**src/srpc_pkg.sv**
```systemverilog
// package for the refresh / power / command logic of a four-bank sdram
// assumes a single device clock; no software registers
package srpc_pkg;
  // command strobe encoding {ras_n, cas_n, we_n}
  localparam logic [2:0] CMD_NOP = 3'h7;
  localparam logic [2:0] CMD_BURST_STOP = 3'h6;
  localparam logic [2:0] CMD_REFRESH = 3'h1;
  // refresh rows and timing
  localparam int ROW_BITS = 13;
  localparam int REFRESH_ROWS = 8192;
  localparam int REFRESH_PERIOD_MS = 64;
  localparam int CLOCK_MHZ = 100;
  // self refresh interval per row in ns: 64 ms / 8192 rows, rounded down
  localparam int SELF_INTERVAL_NS = (REFRESH_PERIOD_MS * 1000000) / REFRESH_ROWS;
  localparam int SELF_INTERVAL_CYC = (SELF_INTERVAL_NS * CLOCK_MHZ) / 1000;
  localparam int LAT_BITS = 2;
  localparam logic [1:0] LAT_RESET = 2'h2;
  typedef enum logic [1:0] {
    SRPC_RUN = 2'b00,
    SRPC_SUSPEND = 2'b01,
    SRPC_POWER_DOWN = 2'b10,
    SRPC_SELF_REFRESH = 2'b11
  } srpc_state_e;
endpackage

```
**src/srpc_command_logic.sv**
```systemverilog
// command handling for refresh, power-down, clock suspend, burst stop and data mask
// assumes controller drives strobes on the falling edge of i_clock, inputs synchronous
//
// What this block does
// - a selected no-operation command changes nothing inside the device
// - burst stop ends a read or write burst lacking auto precharge
// - after burst stop in a read, data keeps flowing for read latency cycles
// - chip select high disables the decoder; strobes and address ignored
// - auto refresh uses the internal row counter, never the address lines
// - every auto refresh advances the refresh row counter by one
// - self refresh entry with clock enable low; then only clock enable matters
// - clock enable low during a burst suspends the clock and freezes state
// - clock enable low with banks idle enters power-down, buffers off
// - clock resumes the cycle after clock enable returns high
// - power-down exit re-enables buffers; next command a cycle later
// - during writes the mask input blocks writing of that word
// - during reads the mask low drives data, mask high floats outputs
`timescale 1ns/1ps
`default_nettype none
module srpc_command_logic
  import srpc_pkg::*;
#(
  parameter int SELF_CYCLES = SELF_INTERVAL_CYC
) (
  input wire logic i_clock,
  input wire logic i_sys_rst,
  input wire logic i_cke,
  input wire logic i_cs_n,
  input wire logic i_ras_n,
  input wire logic i_cas_n,
  input wire logic i_we_n,
  input wire logic i_dqm,
  input wire logic i_all_banks_idle,
  input wire logic i_read_burst,
  input wire logic i_write_burst,
  input wire logic i_auto_precharge,
  input wire logic [LAT_BITS-1:0] i_read_latency,
  output logic o_internal_clk_en,
  output logic o_buffers_on,
  output logic o_self_refresh,
  output logic o_refresh_strobe,
  output logic [ROW_BITS-1:0] o_refresh_row,
  output logic o_burst_stop,
  output logic o_read_drain,
  output logic o_write_enable,
  output logic o_dq_oe
);

  // ****************************************************************
  // decode helpers
  // ****************************************************************
  // strobe pattern match, shared by the command decodes
  function automatic logic code_is(
    input logic [2:0] code,
    input logic [2:0] want
  );
    return (code == want);
  endfunction

  // either of two activity flags
  function automatic logic any_of(
    input logic a,
    input logic b
  );
    return a || b;
  endfunction

  // ****************************************************************
  // command decode
  // ****************************************************************
  logic [2:0] cmd;
  logic selected;
  logic cke_prev_ff;
  logic taken;
  logic cmd_refresh;
  logic cmd_self_entry;
  logic cmd_stop;
  logic burst_active;
  srpc_state_e state_ff;
  srpc_state_e nxt_state;
  logic running;

  assign cmd = {i_ras_n, i_cas_n, i_we_n};
  assign running = (state_ff == SRPC_RUN);
  assign burst_active = any_of(i_read_burst, i_write_burst);
  // deselect masks every strobe
  assign selected = !i_cs_n && running;
  // a command counts only if clock enable was high the cycle before
  assign taken = selected && cke_prev_ff;
  // no-operation and unlisted codes decode to nothing here
  assign cmd_refresh = taken && i_cke && code_is(cmd, CMD_REFRESH);
  assign cmd_self_entry = taken && !i_cke && code_is(cmd, CMD_REFRESH);
  assign cmd_stop = taken && code_is(cmd, CMD_BURST_STOP)
    && burst_active && !i_auto_precharge;

  // ****************************************************************
  // clock enable history
  // ****************************************************************
  // reset treats clock enable as high so the first command is taken
  always_ff @(posedge i_clock or posedge i_sys_rst) begin
    if (i_sys_rst) begin
      cke_prev_ff <= 1'b1;
    end else begin
      cke_prev_ff <= i_cke;
    end
  end

  // ****************************************************************
  // power state
  // ****************************************************************
  always_comb begin
    nxt_state = state_ff;
    unique case (state_ff)
      SRPC_RUN: begin
        if (cmd_self_entry) begin
          nxt_state = SRPC_SELF_REFRESH;
        end else if (cke_prev_ff && !i_cke) begin
          if (burst_active) begin
            nxt_state = SRPC_SUSPEND;
          end else if (i_all_banks_idle) begin
            nxt_state = SRPC_POWER_DOWN;
          end else begin
            nxt_state = SRPC_SUSPEND;
          end
        end
      end
      SRPC_SUSPEND: begin
        if (i_cke) begin
          nxt_state = SRPC_RUN;
        end
      end
      SRPC_POWER_DOWN: begin
        if (i_cke) begin
          nxt_state = SRPC_RUN;
        end
      end
      SRPC_SELF_REFRESH: begin
        if (i_cke) begin
          nxt_state = SRPC_RUN;
        end
      end
    endcase
  end

  always_ff @(posedge i_clock or posedge i_sys_rst) begin
    if (i_sys_rst) begin
      state_ff <= SRPC_RUN;
    end else begin
      state_ff <= nxt_state;
    end
  end

  // ****************************************************************
  // clock, buffer and self refresh outputs
  // ****************************************************************
  always_ff @(posedge i_clock or posedge i_sys_rst) begin
    if (i_sys_rst) begin
      o_internal_clk_en <= 1'b1;
    end else begin
      o_internal_clk_en <= (nxt_state == SRPC_RUN);
    end
  end

  // power-down and self refresh both switch the pin buffers off
  always_ff @(posedge i_clock or posedge i_sys_rst) begin
    if (i_sys_rst) begin
      o_buffers_on <= 1'b1;
    end else begin
      o_buffers_on <= (nxt_state != SRPC_POWER_DOWN)
        && (nxt_state != SRPC_SELF_REFRESH);
    end
  end

  always_ff @(posedge i_clock or posedge i_sys_rst) begin
    if (i_sys_rst) begin
      o_self_refresh <= 1'b0;
    end else begin
      o_self_refresh <= (nxt_state == SRPC_SELF_REFRESH);
    end
  end

  // ****************************************************************
  // self refresh timer
  // ****************************************************************
  // self refresh paces its own rows; no strobe from outside is needed
  logic [31:0] self_timer_ff;
  logic self_tick;
  assign self_tick = (state_ff == SRPC_SELF_REFRESH)
    && (self_timer_ff == 32'h0);

  always_ff @(posedge i_clock or posedge i_sys_rst) begin
    if (i_sys_rst) begin
      self_timer_ff <= 32'h0;
    end else if (state_ff != SRPC_SELF_REFRESH) begin
      self_timer_ff <= 32'(SELF_CYCLES - 1);
    end else if (self_tick) begin
      self_timer_ff <= 32'(SELF_CYCLES - 1);
    end else begin
      self_timer_ff <= self_timer_ff - 32'h1;
    end
  end

  // ****************************************************************
  // refresh row counter
  // ****************************************************************
  always_ff @(posedge i_clock or posedge i_sys_rst) begin
    if (i_sys_rst) begin
      o_refresh_strobe <= 1'b0;
    end else begin
      o_refresh_strobe <= cmd_refresh || self_tick;
    end
  end

  // the row wraps once every row has been refreshed
  always_ff @(posedge i_clock or posedge i_sys_rst) begin
    if (i_sys_rst) begin
      o_refresh_row <= '0;
    end else if (cmd_refresh || self_tick) begin
      o_refresh_row <= o_refresh_row + ROW_BITS'(1);
    end
  end

  // ****************************************************************
  // burst stop
  // ****************************************************************
  // nothing is stopped while the internal clock is masked
  always_ff @(posedge i_clock or posedge i_sys_rst) begin
    if (i_sys_rst) begin
      o_burst_stop <= 1'b0;
    end else if (running) begin
      o_burst_stop <= cmd_stop;
    end else begin
      o_burst_stop <= 1'b0;
    end
  end

  // ****************************************************************
  // read drain
  // ****************************************************************
  // a suspended clock freezes the count so read data resumes in step
  logic [LAT_BITS-1:0] drain_ff;
  logic drain_start;

  assign drain_start = cmd_stop && i_read_burst;

  always_ff @(posedge i_clock or posedge i_sys_rst) begin
    if (i_sys_rst) begin
      drain_ff <= '0;
    end else if (running) begin
      if (drain_start) begin
        drain_ff <= i_read_latency;
      end else if (drain_ff != '0) begin
        drain_ff <= drain_ff - LAT_BITS'(1);
      end
    end
  end

  always_ff @(posedge i_clock or posedge i_sys_rst) begin
    if (i_sys_rst) begin
      o_read_drain <= 1'b0;
    end else if (running) begin
      if (drain_start) begin
        o_read_drain <= 1'b1;
      end else if (drain_ff != '0) begin
        o_read_drain <= (drain_ff != LAT_BITS'(1));
      end else begin
        o_read_drain <= 1'b0;
      end
    end
  end

  // ****************************************************************
  // write data mask
  // ****************************************************************
  // a masked word never reaches the array
  always_ff @(posedge i_clock or posedge i_sys_rst) begin
    if (i_sys_rst) begin
      o_write_enable <= 1'b0;
    end else begin
      o_write_enable <= running && i_write_burst && !i_dqm;
    end
  end

  // ****************************************************************
  // read output enable
  // ****************************************************************
  // power-down turns the output buffers off even inside a read
  always_ff @(posedge i_clock or posedge i_sys_rst) begin
    if (i_sys_rst) begin
      o_dq_oe <= 1'b0;
    end else begin
      o_dq_oe <= o_buffers_on && any_of(i_read_burst, o_read_drain) && !i_dqm;
    end
  end

endmodule
`default_nettype wire

```
**config.mk**
```make
export PLATFORM = sky130hd
export DESIGN_NAME = srpc_command_logic
export DESIGN_NICKNAME = d
export VERILOG_FILES = /design/src/srpc_pkg.sv /design/src/srpc_command_logic.sv
export SDC_FILE = /design/constraint.sdc
export NUM_CORES = 1
export LEC_CHECK = 0
export ABC_AREA = 1
export BUFFER_PORTS_ARGS = -buffer_cell sky130_fd_sc_hd__buf_2
export CORE_ASPECT_RATIO = 1.75
export CORE_MARGIN = 10
export CORE_UTILIZATION = 59
export DETAILED_ROUTE_END_ITERATION = 16
export PLACE_DENSITY = 0.85
export SLEW_MARGIN = 20
export SYNTH_ARGS = -nofsm -noshare
export SYNTH_HDL_FRONTEND = slang
export SYNTH_SLANG_ARGS = --single-unit
```
**constraint.sdc**
```tcl
create_clock -name i_clock -period 2.19 [get_ports i_clock]
set_clock_uncertainty 0.05 [all_clocks]
set_input_delay 0.3285 -clock i_clock [delete_from_list [all_inputs] [get_ports i_clock]]
set_output_delay 0.3285 -clock i_clock [all_outputs]
set_load 0.02 [all_outputs]
```
-- After elaboration in Yosys (flattened, before gate mapping)
Index checks and enable logic that the tools add are counted.
- output and inout port bits: 21
- flip-flop bits (word level): 58
- bits of input ports: 14
- logic and storage cells: 70
- reduce and logical (&&, ||, !) cells: 31
- equal/unequal tests: 10
- add/sub/neg operators: 3
- multiplexer cells: 13
- operator list (cell ; number):
    $mux 32 ; 2
    $logic_not 32->1 ; 1
    $sub 32x1->32 const B ; 1
    $logic_and 1x1->1 ; 17
    $mux 2 ; 7
    $add 13x1->13 const B ; 1
    $eq 2x2->1 const B ; 3
    $ne 2x2->1 const B ; 3
    $logic_not 1->1 ; 4
    $logic_not 2->1 ; 2
    $pmux 2 s2 ; 1
    $reduce_bool 2->1 ; 2
    $eq 3x1->1 const B ; 1
    $eq 3x3->1 const B ; 1
    $logic_or 1x1->1 ; 3
    $mux 1 ; 3
    $reduce_or 3->1 ; 1
    $eq 2x1->1 const B ; 1
    $ne 2x1->1 const B ; 1
    $reduce_and 2->1 ; 1
    $sub 2x1->2 const B ; 1

-- Longest topological paths before layout
- word-level depth: 9
- depth in mapped cells: 11
- depth with buffers taken out: 10

-- Worst setup path after synthesis
OpenSTA, ideal clock, no wires.
- path kind: reg2reg
- from: register self_timer_ff[0]
- to: register self_timer_ff[29]
- required time: 2.021 ns
- cell stages (with the launch flop): 11
- clock period less this slack: 1.588 ns
- library setup time: 0.119 ns
- arrival time: 1.419 ns
- setup slack: 0.602 ns
- path buffers: 1
- cell sequence: dfrtp_1 > inv_1 > ha_1 > nand2_2 > nor2_4 > inv_2 > nor2_4 > nand2_2 > buf_2 > nand3_1 > nor2_1
- word-level cells in the longest chain between the ends: 4
- elaborated cells between the ends (all ways): 5
- classes of those cells: 1 x add/sub; 2 x mux; 2 x reduce/logical
- RTL lines (item ; RTL line ; source):
    from (decl) ; srpc_command_logic.sv:186 ; logic [31:0] self_timer_ff;
    from (signal assigned) ; srpc_command_logic.sv:195 ; self_timer_ff <= 32'(SELF_CYCLES - 1);
    from (signal assigned) ; srpc_command_logic.sv:197 ; self_timer_ff <= 32'(SELF_CYCLES - 1);
    from (signal assigned) ; srpc_command_logic.sv:199 ; self_timer_ff <= self_timer_ff - 32'h1;
    parallel branches: the longest is 2 deep, another holds $sub 32x1->32 ; - ;
    $mux 32 * ; srpc_command_logic.sv:196 ; end else if (self_tick) begin
    $mux 32 * ; srpc_command_logic.sv:194 ; end else if (state_ff != SRPC_SELF_REFRESH) begin
Every way passes the cells marked *.
A chain may end at the register's enable or synchronous reset.

-- Final worst setup path
- from: register self_timer_ff[15]
- to: register o_refresh_row[0]
- word-level cells in the longest chain between the ends: 3
- RTL lines (item ; RTL line ; source):
    $logic_not 32->1 ; srpc_command_logic.sv:189 ; && (self_timer_ff == 32'h0);
    $logic_and 1x1->1 ; srpc_command_logic.sv:189 ;
    $logic_or 1x1->1 ; srpc_command_logic.sv:218 ; end else if (cmd_refresh || self_tick) begin
    to (signal assigned) ; srpc_command_logic.sv:219 ; o_refresh_row <= o_refresh_row + ROW_BITS'(1);
    to (decl) ; srpc_command_logic.sv:42 ; output logic [ROW_BITS-1:0] o_refresh_row,
No other way between the ends.

==> summary.txt <==
Route
  • Residual DRC: 0
  • Starting DRT DRC Count: 185
  • Wirelength per Cell: approximately 14 um
  • DR vias: 2992
  • DR vias/cell: ~5
  • Final wirelength: approximately 8000 um
  • Initial DRT Pass Iterations: 5
  • Final ANT Viol Nets: 0

Clock tree
  • Clk sinks: 58
  • Reg clk slew, reported paths: 60 ps
  • Clock Tree Buf Depth: 2
  • CTS tree: done
  • H-Tree Depth: 3
  • Postcts setup bufs: 0
  • Root Driver: clkbuf_8
  • Clk Latency, worst-skew pair: 350 ps
  • TritonCTS Buffers: 9

Setup path
  • CP Launch Type: flip-flop
  • Critical R2R Launch: self_timer_ff[15]
  • Cell family with most CP delay: simple AND/OR/NAND/NOR gates
  • CP arrival: 2130 ps
  • CP most frequent cell: nand2_1
  • CP Class: reg -> reg
  • Worst path max stage delay: about 450 ps
  • Slowest CP cell: dfrtp_1
  • Crit-path max FO: 19
  • Buf+Inv Stages, Crit Path: 1
  • Critical Path RT: 2430 ps
  • Worst Setup End Kind: flip-flop
  • Setup slack, reg-to-reg: between 300 and 400 ps
  • Crit path depth: 10
  • CP Cell Sequence: nor2_1 -> nand2_1 -> nor2_1 -> nand2_1 -> nor2_4 -> nand2_2 -> buf_4 -> nand2_4 -> nand2_1 -> nand2_1
  • R2R cell count: 10
  • Reg-to-reg critical path endpoint: o_refresh_row[0]

Timing
  • Final min period: 1890 ps
  • Max-slew violations: 0
  • Rel. slew slack: 0.626
  • Maximum clock rate: ~530 MHz
  • Final number of setup-violating endpoints: 0
  • Final Hold Viols: 0
  • Least-Margin Pin Slew: 557 ps
  • PnR worst setup slack: 303 ps
  • RSZ-0062 raised after global routing: false
  • Sum of negative setup slack: 0 ps
  • Fin crit share: 0.861
  • Min Hold Slack: about 85 ps

Synth
  • FF+latch count, synth: 58
  • Largest cells by area after synthesis: dfrtp_1, nand2_1, nor2_1, nand3_1, inv_1
  • Synth area leader: dfrtp_1
  • Post-synth EDFFs: 0
  • Post-Syn Nets: 479
  • Synth top area share: 0.415
  • Synthesized area per cell: approximately 7.2 um^2
  • Mapped cell area: 3320 um^2
  • Top_reg_cell synth: dfrtp_1
  • Post-Syn Instances: 461
  • Sequential-to-total area share from yosys stat: 0.439
  • Yosys cell types: 30
  • Yosys warns: 0
  • Async S/R FF share, synth: 1.00

Finish
  • Share of post-route cells with drive strength above 1: 0.139
  • Ant diodes: 0
  • Final core utilization: 0.690
  • Area Growth Syn to Fin: 14.3%
  • Post-layout net count: 522

Placement
  • Dpl hpwl: about 6200 um
  • Gpl congestion: 1.01
  • Port Buffer Count: 34
  • Pre-CTS setup slack: 338 ps

Worst hold path
  • Worst Hold End: cke_prev_ff
  • Hold_sp: i_cke
  • Hold Crit Class: in -> reg
  • Cell count of the worst hold path: 1

GRT
  • Initial antenna violation count: 0
  • GR Overflow Total: 0
  • Vias in the first global route: approximately 3100
  • Gr usage total: 0.189
  • Global-route wire length before repair: around 14000 um
  • Largest net degree at the start of global routing: 23

Run
  • MaxCap Viol Count: 0

Floorplan
  • Die Height: 119 um
  • Die area: 9140 um^2
  • Ports: 35
  • Die Width: 76.7 um
  • Cell Rows: 36
  • Core area: around 5500 um^2
  • Initial Util: 0.604

Power
  • Total power: approximately 2.8 mW
  • VDD IR-drop max: 597 uV
  • Leakage: about 2 nW
  • Power Dens Cells: 727 nW/um^2

Run status
  • Status: completed
==> timing repair <==
action	4_1_cts	5_1_grt
gates resized for setup	0	0
hold endpoints to repair	17	0
hold buffers	1	0
==> synthesized netlist by cell type, types with 4 or more instances <==
| cell | number |
|---|---|
| nand2_1 | 128 |
| dfrtp_1 | 55 |
| nor3_1 | 4 |
| o21ai_0 | 4 |
| ha_1 | 4 |
| xnor2_1 | 8 |
| nand3_1 | 45 |
| inv_1 | 46 |
| nand4_1 | 6 |
| inv_2 | 4 |
| xor2_1 | 19 |
| nor2_1 | 107 |
| a21oi_1 | 5 |
==> final cells by class <==
type / instances / area (um^2)
clock buffer: 11 / 141
clock inverter: 5 / 77.6
fill: 495 / 1700
inverter: 50 / 188
multi-input combinational: 346 / 1630
sequential: 58 / 1460
tap: 76 / 95.1
timing repair buffer: 39 / 210
==> report_power, final <==
| group | switching [mW] | internal (mW) | total (mW) |
|---|---|---|---|
| combinational | 0.296 | 0.150 | 0.446 |
| clock | 0.429 | 0.667 | 1.10 |
| sequential | 0.0613 | 1.16 | 1.22 |
| total | 0.786 | 1.97 | 2.76 |
==> cell families (layout without fill, tap and decap cells) <==
logic type	count (synthesis)	after routing	synth area share
simple gates	304	304	0.386
fa+ha+maj	4	4	0.0151
compound gates	11	11	0.0177
buf+inv	57	105	0.0713
flops	58	58	0.439
xor+xnor	27	27	0.0713
==> routing by layer <==
metal / part of all wire / wire (um) / global-route usage
met3: 0.042 / 340 / 0.0527
met4: 0.037 / 301 / 0.104
met2: 0.54 / 4410 / 0.352
met5: 0 / 0 / 0
met1: 0.38 / 3060 / 0.180
==> layout by cell type, fill, tap and decap left out, types with 5 or more instances in the layout <==
cell type and instances:
nand4_1 6, a21oi_1 5, xor2_1 19, xnor2_1 8, dfrtp_1 55, nand3_1 45, nor2_1 107, inv_1 45
clkbuf_8 10, buf_2 34, inv_2 5, nand2_1 128
==> how the worst max path moves through the flow <==
stage	from	to	slack, ps
after floorplan	i_sys_rst	drain_ff[0]	390
after global placement	self_timer_ff[6]	self_timer_ff[27]	380
after detailed placement	self_timer_ff[0]	o_refresh_row[1]	340
after CTS	self_timer_ff[0]	o_refresh_row[1]	320
after global routing	self_timer_ff[15]	o_refresh_row[1]	120
final	self_timer_ff[15]	o_refresh_row[0]	300
==> through the flow <==
stage | instance area (um^2) | instances
final | 3790 | 585
after global routing | 3790 | 585
after CTS | 3790 | 585
after detailed placement | 3560 | 568
after global placement | 3560 | 568
after floorplan | 3320 | 461
==> state kept, by name, indices dropped and copies added (netlist names) <==
name,cells
cke_prev_ff,1
drain_ff,2
o_buffers_on,1
o_burst_stop,1
o_dq_oe,1
o_internal_clk_en,1
o_read_drain,1
o_refresh_row,13
o_refresh_strobe,1
o_self_refresh,1
o_write_enable,1
self_timer_ff,32
state_ff,2
Note: power is estimated with default switching activity, not from simulation.
